--- src/core/bip_pkg.sv ---
// Package for the bidirectional I/O port block: map, field layout, reset values.
// Assumes one 40 MHz clock and an Avalon-MM slave with 32-bit data.
package bip_pkg;

  localparam int BIP_NPORT = 4;
  localparam int BIP_W = 8;
  localparam int BIP_AW = 8;

  // ----------------------------------------------------------------
  // Register map (byte addresses; port files sit at four times index)
  // ----------------------------------------------------------------
  localparam logic [5:0] BIP_FILE_IDX [BIP_NPORT] = '{6'h05, 6'h06, 6'h07, 6'h08};
  localparam logic [BIP_AW-1:0] BIP_DIR_BASE = 8'h40;
  localparam logic [BIP_AW-1:0] BIP_BITOP_BASE = 8'h60;

  // Bit-op write fields
  localparam int BIP_BITOP_SEL_LSB = 0;
  localparam int BIP_BITOP_SET_POS = 3;

  // Reset values
  localparam logic [BIP_W-1:0] BIP_LATCH_RST = 8'h00;
  localparam logic [BIP_W-1:0] BIP_DIR_RST = 8'hff;

  // Timing: mclk period in nanoseconds, one cycle of the 40 MHz clock
  localparam int BIP_CLK_NS = 25;

  typedef enum logic {
    BIP_ST_IDLE = 1'b0,
    BIP_ST_DONE = 1'b1
  } bip_bus_st_t;

  // Write strobes into one port cell
  typedef struct packed {
    logic latch_we;
    logic dir_we;
    logic [BIP_W-1:0] latch_val;
    logic [BIP_W-1:0] dir_val;
  } bip_cell_ctl_t;

endpackage

--- src/core/bip_port.sv ---
// Bidirectional I/O port block: four 8-bit port files behind an Avalon-MM slave.
// Assumes one clock mclk (40 MHz), async active-low reset, external TTL on pins.
//
// Behaviour
// - The direction write copies the data into the addressed port's tri-state latch unless that port is output-only; a one floats that pin.
// - A port other than an output-only one, modified as a function of itself, uses the pin levels, so a high latch pulled low is rewritten low.
// - An output-only port reads back its output latch instead of the pins.
// - Each pin's direction is chosen on its own, independent of the other bits.
// - Output values sit in the output latch and stay until software writes that latch again.
// - Inputs are not latched; a read captures the pins through the two-flop synchroniser, as they stood two mclk edges earlier.
// - A pin is floated before use as input, which drops the drivers and enables its pull-up.
// - Bit clear and bit set read the whole port, change one bit and write the whole port back.
// - A bit's pull-up is off whenever that bit is an output.
`timescale 1ns/1ps
module bip_port
  import bip_pkg::*;
#(
  parameter logic [BIP_NPORT-1:0] OUT_ONLY = 4'h0,
  parameter logic [BIP_NPORT-1:0] HAS_PULLUP = 4'hf
)(
  input wire logic mclk,
  input wire logic rst_n,
  input wire logic [BIP_AW-1:0] avs_address,
  input wire logic avs_read,
  input wire logic avs_write,
  input wire logic [31:0] avs_writedata,
  input wire logic [3:0] avs_byteenable,
  output logic [31:0] avs_readdata,
  output logic avs_waitrequest,
  input wire logic [BIP_NPORT-1:0][BIP_W-1:0] pin_i,
  output logic [BIP_NPORT-1:0][BIP_W-1:0] pin_o,
  output logic [BIP_NPORT-1:0][BIP_W-1:0] pin_oe_n,
  output logic [BIP_NPORT-1:0][BIP_W-1:0] pullup_en
);

  // ----------------------------------------------------------------
  // Bus handshake
  // ----------------------------------------------------------------
  // One wait cycle per access: read data is sampled in the first cycle,
  // writes take effect at the edge where waitrequest is seen low.
  bip_bus_st_t st_q;
  bip_bus_st_t st_d;
  logic wait_q;
  logic [31:0] rdata_q;
  logic [31:0] rdata_d;
  wire req = avs_read | avs_write;
  wire commit_wr = avs_write & (st_q == BIP_ST_DONE);
  wire lane0 = avs_byteenable[0];

  always_comb
  begin
    case (st_q)
      BIP_ST_IDLE: st_d = req ? BIP_ST_DONE : BIP_ST_IDLE;
      BIP_ST_DONE: st_d = BIP_ST_IDLE;
      default: st_d = BIP_ST_IDLE;
    endcase
  end

  always_ff @(posedge mclk or negedge rst_n)
  begin
    if (!rst_n)
    begin
      st_q <= BIP_ST_IDLE;
      wait_q <= 1'b1;
      rdata_q <= 32'h0000_0000;
    end
    else
    begin
      st_q <= st_d;
      wait_q <= (st_d != BIP_ST_DONE);
      if (avs_read && st_q == BIP_ST_IDLE)
        rdata_q <= rdata_d;
    end
  end

  assign avs_waitrequest = wait_q;
  assign avs_readdata = rdata_q;

  // ----------------------------------------------------------------
  // Decode and port cells
  // ----------------------------------------------------------------
  logic [BIP_NPORT-1:0][BIP_W-1:0] pin_sync;
  logic [BIP_NPORT-1:0][BIP_W-1:0] rd_port;
  logic [BIP_NPORT-1:0] hit_data;
  logic [BIP_NPORT-1:0] hit_dir;
  logic [BIP_NPORT-1:0] hit_bitop;
  wire [2:0] bit_sel = avs_writedata[BIP_BITOP_SEL_LSB +: 3];
  wire bit_set = avs_writedata[BIP_BITOP_SET_POS];
  wire [BIP_W-1:0] bit_mask = 8'h01 << bit_sel;

  genvar p;
  generate
    for (p = 0; p < BIP_NPORT; p = p + 1)
    begin : g_port
      bip_cell_ctl_t ctl;
      wire [BIP_W-1:0] rmw_val;

      assign hit_data[p] = (avs_address == {BIP_FILE_IDX[p], 2'b00});
      assign hit_dir[p] = (avs_address == BIP_DIR_BASE + 8'(4 * p));
      assign hit_bitop[p] = (avs_address == BIP_BITOP_BASE + 8'(4 * p));

      // Output-only port reads its latch, others the pins
      assign rd_port[p] = OUT_ONLY[p] ? pin_o[p] : pin_sync[p];
      // Whole port read, one bit changed, whole port rewritten
      assign rmw_val = bit_set ? (rd_port[p] | bit_mask)
                               : (rd_port[p] & ~bit_mask);

      assign ctl.latch_we = commit_wr & lane0 & (hit_data[p] | hit_bitop[p]);
      assign ctl.latch_val = hit_bitop[p] ? rmw_val : avs_writedata[BIP_W-1:0];
      // Output-only ports ignore direction writes
      assign ctl.dir_we = commit_wr & lane0 & hit_dir[p] & ~OUT_ONLY[p];
      assign ctl.dir_val = avs_writedata[BIP_W-1:0];

      bip_port_cell #(
        .HAS_PULLUP(HAS_PULLUP[p])
      ) u_cell (
        .mclk(mclk),
        .rst_n(rst_n),
        .ctl(ctl),
        .pin_i(pin_i[p]),
        .pin_o(pin_o[p]),
        .pin_oe_n(pin_oe_n[p]),
        .pullup_en(pullup_en[p]),
        .pin_sync(pin_sync[p])
      );
    end
  endgenerate

  // ----------------------------------------------------------------
  // Read mux
  // ----------------------------------------------------------------
  // Unmapped addresses read zero; reserved upper bits read zero.
  always_comb
  begin
    rdata_d = 32'h0000_0000;
    for (int i = 0; i < BIP_NPORT; i++)
    begin
      if (hit_data[i])
        rdata_d = {24'h000000, rd_port[i]};
      if (hit_dir[i])
        rdata_d = {24'h000000, pin_oe_n[i]};
      if (hit_bitop[i])
        rdata_d = {24'h000000, pin_o[i]};
    end
  end

endmodule // bip_port

--- src/core/bip_port_cell.sv ---
// One 8-bit bidirectional port: output latch, tri-state latch, pin synchroniser.
// Assumes pins are asynchronous to mclk; write strobes come from the bus slave.
`timescale 1ns/1ps
module bip_port_cell
  import bip_pkg::*;
#(
  parameter logic HAS_PULLUP = 1'b1
)(
  input wire logic mclk,
  input wire logic rst_n,
  input bip_cell_ctl_t ctl,
  input wire logic [BIP_W-1:0] pin_i,
  output logic [BIP_W-1:0] pin_o,
  output logic [BIP_W-1:0] pin_oe_n,
  output logic [BIP_W-1:0] pullup_en,
  output logic [BIP_W-1:0] pin_sync
);

  logic [BIP_W-1:0] meta_q;
  logic [BIP_W-1:0] sync_q;
  logic [BIP_W-1:0] latch_q;
  logic [BIP_W-1:0] dir_q;
  logic [BIP_W-1:0] pullup_q;

  always_ff @(posedge mclk or negedge rst_n)
  begin
    if (!rst_n)
    begin
      meta_q <= '0;
      sync_q <= '0;
      latch_q <= BIP_LATCH_RST;
      dir_q <= BIP_DIR_RST;
      pullup_q <= {BIP_W{HAS_PULLUP}};
    end
    else
    begin
      // No input latch: value follows the pins every cycle
      meta_q <= pin_i;
      sync_q <= meta_q;
      if (ctl.latch_we)
        latch_q <= ctl.latch_val;
      if (ctl.dir_we)
      begin
        dir_q <= ctl.dir_val;
        pullup_q <= ctl.dir_val & {BIP_W{HAS_PULLUP}};
      end
    end
  end

  assign pin_o = latch_q;
  assign pin_oe_n = dir_q;
  assign pullup_en = pullup_q;
  assign pin_sync = sync_q;

endmodule // bip_port_cell

--- config.mk ---
export PLATFORM = sky130hd
export DESIGN_NAME = bip_port
export DESIGN_NICKNAME = d
export VERILOG_FILES = /design/src/core/bip_pkg.sv /design/src/core/bip_port.sv /design/src/core/bip_port_cell.sv
export SDC_FILE = /design/constraint.sdc
export NUM_CORES = 1
export LEC_CHECK = 0
export BUFFER_PORTS_ARGS = -buffer_cell sky130_fd_sc_hd__buf_2
export CAP_MARGIN = 20
export CORE_UTILIZATION = 40
export CTS_BUF_LIST = sky130_fd_sc_hd__clkbuf_8
export DETAILED_ROUTE_END_ITERATION = 12
export PLACE_DENSITY = 0.71
export SETUP_SLACK_MARGIN = 0.3
export SKIP_CTS_REPAIR_TIMING = 1
export SLEW_MARGIN = 0
export SYNTH_ARGS = -nofsm -noshare
export SYNTH_HDL_FRONTEND = slang
export SYNTH_SLANG_ARGS = --single-unit
--- constraint.sdc ---
create_clock -name mclk -period 2.12 [get_ports mclk]
set_clock_uncertainty 0.1 [all_clocks]
set_input_delay 0.212 -clock mclk [delete_from_list [all_inputs] [get_ports mclk]]
set_output_delay 0.212 -clock mclk [all_outputs]
set_load 0.005 [all_outputs]
* Yosys cells after proc, flatten, opt, wreduce, memory -nomap -nowiden
Index checks and enable logic that the tools add are counted.
Word-level totals: flip-flop bits (word level) 162, input port bits 80, logic and storage cells 81
Cells by class: equal/unequal tests 12, shift operators 1, muxes and demuxes 22, bitwise operators 26, reductions and logical operators 1
Operators with widths (number):
- $mux W32 | 8
- $mux W8 | 12
- $eq A8 B7 Y1 const B | 8
- $and A8 B8 Y8 | 4
- $or A8 B8 Y8 | 4
- $eq A8 B5 Y1 const B | 3
- $and A1 B1 Y1 | 10
- $eq A8 B6 Y1 const B | 1
- $not A8 Y8 | 1
- $shl A1 B3 Y8 const A | 1
- $or A1 B1 Y1 | 5
- $not A1 Y1 | 2
- $pmux W1 S2 | 1
- $logic_and A1 B1 Y1 | 1
- $mux W1 | 1

* Depth between registers and ports, before layout
depth after elaboration 13, depth in mapped cells 8, gate-level depth less buffers 5

* Hierarchy
Synthesis repeated with hierarchy kept, for this count alone.
Second synthesis, totals: cells, all modules 615, area total of the unflattened synthesis 7023.0 um2
Modules (own cells, without submodules):
- bip_port_cell | times used 4, cells each 58, area each 1133.6 um2, sequential area each 810.8 um2
- bip_port | times used 1, cells each 383, area each 2488.6 um2, sequential area each 251.5 um2

* Least setup slack after synthesis
No wires, ideal clock.
path type input port to flip-flop, start input avs_address[2], end register g_port[3].u_cell.latch_q[1], setup time 0.146 ns, data arrival time 1.770 ns, required time 1.874 ns, slack 0.104 ns, stages 8, path buffers 3, cell sequence buf_6 or4_4 buf_6 nor3b_4 o21ai_4 buf_2 nand2_1 o41ai_2
On the way: word-level cells in the longest chain between the ends 3, elaborated cells between the ends (all ways) 5, those cells by class eq/ne: 2; mux: 1; bitwise: 2
RTL lines:
- start: declaration | line bip_port.sv:23 | input wire logic [BIP_AW-1:0] avs_address,
- $eq A8 B6 Y1 or $eq A8 B7 Y1 (tied branches) | line bip_port.sv:98, bip_port.sv:100
- $or A1 B1 Y1 | line bip_port.sv:108 | assign ctl.latch_we = commit_wr & lane0 & (hit_data[p] | hit_bitop[p]);
- $and A1 B1 Y1 | line bip_port.sv:108
- end signal: assignment | line bip_port_cell.sv:41 | latch_q <= ctl.latch_val;
- end: declaration | line bip_port_cell.sv:21 | logic [BIP_W-1:0] latch_q;
Several ways; a longest one is shown, not always the timed one. A chain may end at the register's enable or synchronous reset.

* Worst setup path after layout
start register st_q, end register g_port[1].u_cell.pullup_q[2]
On the way: word-level cells in the longest chain between the ends 3
RTL lines:
- start: declaration | line bip_port.sv:41 | bip_bus_st_t st_q;
- start signal: assignment | line bip_port.sv:69 | st_q <= st_d;
- $and A1 B1 Y1 | line bip_port.sv:47 | wire commit_wr = avs_write & (st_q == BIP_ST_DONE);
- $and A1 B1 Y1 (2 in series) | line bip_port.sv:111 | assign ctl.dir_we = commit_wr & lane0 & hit_dir[p] & ~OUT_ONLY[p];
- end signal: assignment | line bip_port_cell.sv:33 | pullup_q <= {BIP_W{HAS_PULLUP}};
- end signal: assignment | line bip_port_cell.sv:45 | pullup_q <= ctl.dir_val & {BIP_W{HAS_PULLUP}};
- end: declaration | line bip_port_cell.sv:23 | logic [BIP_W-1:0] pullup_q;
No other way between the ends.

==> summary by stage <==
Logic synthesis
The cell area that synthesis handed to floorplanning was approximately 6600 µm². Summing the sequential cell areas from Yosys gives 53.0% of the chip area. The number of warnings printed during yosys synthesis is 0. The synthesized netlist contains 61 unique library cells. The main flop type after synthesis is sky130_fd_sc_hd__dfrtp_1. The number of instances in the synthesized netlist is 599.

Dividing the synthesized area by the synthesized cell count gives 11.0 µm². Counting flops with a built-in enable in the synthesized netlist gives 0. The flop and latch count out of synthesis is 138.

The proportion of synthesized flip-flops having asynchronous set or reset is 100%.

Setup path
STA classifies the critical path startpoint as a flop. The worst flop-to-flop path endpoint is g_port[1].u_cell.pullup_en[2]. The depth of the most critical reg-to-reg path is 4. The endpoint kind of the worst setup timing path is a flop. The slack of the worst reg-to-reg path is roughly 0.26 ns. The critical path start-end classification is flop to flop. The arrival time at the worst endpoint is 2.15 ns. The worst reg2reg path startpoint is st_q. Of all nets on the critical path, the largest fanout is 8. At the worst endpoint, the required time is 2.41 ns.

Hold path
The hold path endpoint is avs_waitrequest. The worst hold path class is primary input to flop. In this run the most critical hold path is launched from avs_read.

The instance count along the most critical hold path is 3.

Power
The share of power burned in registers is 51.6%. Per report_power, the clock group accounts for 38.0% of the total. In this run, the combinational gates consume 10.4% of the power.

The leakage power is just over 4 nW. The worst-case IR drop observed on VDD is just over 0.0005 V. The internal portion of the total power is 4.05 mW.

The switching part of the total power is 26.3%. For this design the ratio of total power to cell area is roughly 650 nW/µm². In this run the power spent charging and discharging nets is 1.45 mW.

Detailed routing
For this run, design rule violations remaining after detail routing come to 0. In the routed layout, each cell is associated on average with a via count of between 5 and 6. For this block, the initial DRC count from the detailed router was 471. The number of routed nets with antenna violations is 0. The detailed-routing iteration count for the pre-antenna-repair pass is 6. The routed wire length is 20.2 mm. The overall via count from detail_route is 5709. The per-cell routed wire length is 19.5 µm.

STA
The worst path meets setup with between 0.2 and 0.3 ns of slack. The final hold violation count came to 1. Across all hold checks on the routed design, the worst slack comes to -0.00685 ns. In this run the tightest slew margin relative to its limit is 59.1%. The post-route clock period utilization is 87.7%. The final count of pins violating max slew is 0.

The highest clock frequency the design can meet is 538 MHz. Adding up every negative setup slack in the final design gives 0 ns. Setup violations remaining at the end of the flow were counted as 0. Setup repair after global routing could not meet its margin everywhere. The transition time of the tightest slew-check pin is slightly above 0.6 ns. The clock period could shrink to 1.86 ns.

Die
The number of ports placed on the die boundary is 209. The die outline area is 17000 µm². The die width is 130 µm.

The number of placement rows is 46. The die height is 130 µm. After floorplanning, the core was sized to cover 16000 µm². The starting density of the core is 41.2%.

Global route
The number of antenna violations at the first check in global routing is 0. The global-route wire length before repair is between 20 and 30 mm. For this run the aggregate overflow at the end of global routing stands at 0. The total global-route track usage is 24.2%. The number of global-route vias before repair came to 5139.

The maximum number of pins on one net before global-route repair is 52.

Final layout
The layout net count is a little under 900. For this run, the number of standard cells in the final layout without fillers is 1035. Relative to the synthesized area, the layout overhead comes to 28.4%. 0 antenna diodes ended up in the layout. Once layout is done, the placed cells without fillers occupy 8460 µm². In the final layout, the share of cells above drive strength 1 is 42.5%.

Clock tree
Clock-pin slew was measured on the worst setup and hold paths at 0.08 ns. For the worst-skew pair, the clock arrives at the later sink with an insertion delay of 0.46 ns. The clock tree from TritonCTS is yes.

The maximum buffer depth of the clock tree is 2. The number of sinks on the clock net is 138. The root buffer cell chosen for the clock tree is sky130_fd_sc_hd__clkbuf_8.

The number of buffers created by CTS is 17. CTS built an H-tree with a depth of 4.

Flow run
The tool flagged a number of max-cap violations equal to 0.

Place
The final RePlAce weighted congestion is 1.00. The number of port buffers is around 160. The number of placed instances, taps included, is 969. OpenSTA, run right after detailed placement, puts the worst setup slack at -0.161 ns. Once placement finished, the instance area stood at about 7700 µm². After legalization and detailed placement, the total HPWL measured 14.4 mm.

Outcome
The final reports fail on hold timing. The flow ran to the end, but the final reports show violations.
[kinds of logic after synthesis]
logic type,count (synthesis),share of synthesized area (%)
buffers and inverters,104,9.64
multiplexers,35,5.92
flip-flops,138,53.0
other,1,0.0569
AND/OR/NAND/NOR,160,13.7
AO/OA/AOI/OAI,161,17.6
[cell type report]
type	count	area, µm²
sequential	138	3490
tap	216	270
inverter	9	33.8
fill	1441	7540
clock buffer	17	234
clock inverter	15	153
multi-input combinational	380	2590
timing repair buffer	260	1690
[synth_stat cells (all sizes together), types with 9 or more instances]
library cell,count,share of area [%]
a21oi,24,1.8
nand3,21,1.6
buf,75,8.0
clkbuf,20,1.1
a21o,11,1.3
o31ai,13,1.5
nand2,36,2.1
nor2,41,2.6
mux2,32,5.5
o21ai,19,1.7
o211ai,16,1.8
nand2b,9,0.85
dfrtp,105,40
nor3,12,0.91
dfstp,33,13
inv,9,0.51
a211oi,12,1.4
[stage by stage]
step	utilization, %	total power [mW]
global route	52.9	5.72
finish	52.9	5.50
detailed placement	48.3	3.40
CTS	50.7	5.49
floorplan	-	3.12
global placement	48.3	3.40
[state kept, by name, summed over array words and instances (netlist names)]
signal / cells
g_port.u_cell.pin_sync: 32
g_port.u_cell.pin_oe_n: 24
avs_waitrequest: 1
g_port.u_cell.meta_q: 32
st_q: 1
avs_readdata: 8
g_port.u_cell.pin_o: 32
g_port.u_cell.pullup_en: 8
[power groups by stage]
stage | clock network, mW | logic (mW) | registers (mW)
after detailed placement | 0 | 0.516 | 2.89
after CTS | 2.13 | 0.519 | 2.84
after global placement | 0 | 0.510 | 2.89
after global routing | 2.25 | 0.628 | 2.85
after floorplan | 0 | 0.258 | 2.87
final | 2.09 | 0.572 | 2.84
[layout by cell type, fill, tap and decap left out, drive strengths merged, types with 9 or more instances in the layout]
cell / netlist / layout
nor3: 12 / 12
nand2b: 9 / 9
buf: 75 / 226
nand2: 36 / 36
o31ai: 13 / 13
dfstp: 33 / 33
dfrtp: 105 / 105
clkbuf: 20 / 17
inv: 9 / 14
nor2: 41 / 41
conb: 1 / 24
mux2: 32 / 32
nand3: 21 / 21
a211oi: 12 / 12
a21o: 11 / 11
a21oi: 24 / 24
o211ai: 16 / 16
o21ai: 19 / 19
dlygate4sd3: 0 / 34
[worst max path at each step]
stage | startpoint | to | slack, ns
2_1_floorplan | avs_address[2] | g_port[3].u_cell.pin_o[1] | 0.17
3_3_place_gp | avs_address[3] | avs_readdata[1] | -0.14
3_5_place_dp | avs_address[3] | avs_readdata[3] | -0.16
4_1_cts | st_q | g_port[1].u_cell.pullup_en[2] | 0.13
5_1_grt | st_q | g_port[1].u_cell.pullup_en[2] | 0.21
6_report | st_q | g_port[1].u_cell.pullup_en[2] | 0.26
[routing by layer]
layer,part of all wire [%],track usage [%],up-vias
met3,7.9,5.13,68
met2,47,36.9,327
met4,4.2,13.5,0
met5,0,0,-
li1,-,-,2558
met1,41,32.1,2756
[worst max-delay path: stages (launching register included)]
cell	delay, ns
sky130_fd_sc_hd__dfrtp_1	0.39
sky130_fd_sc_hd__and3_2	0.36
sky130_fd_sc_hd__and3b_1	0.28
sky130_fd_sc_hd__nand2_1	0.26
sky130_fd_sc_hd__mux2_1	0.39
(Power assumes the default switching activity.)
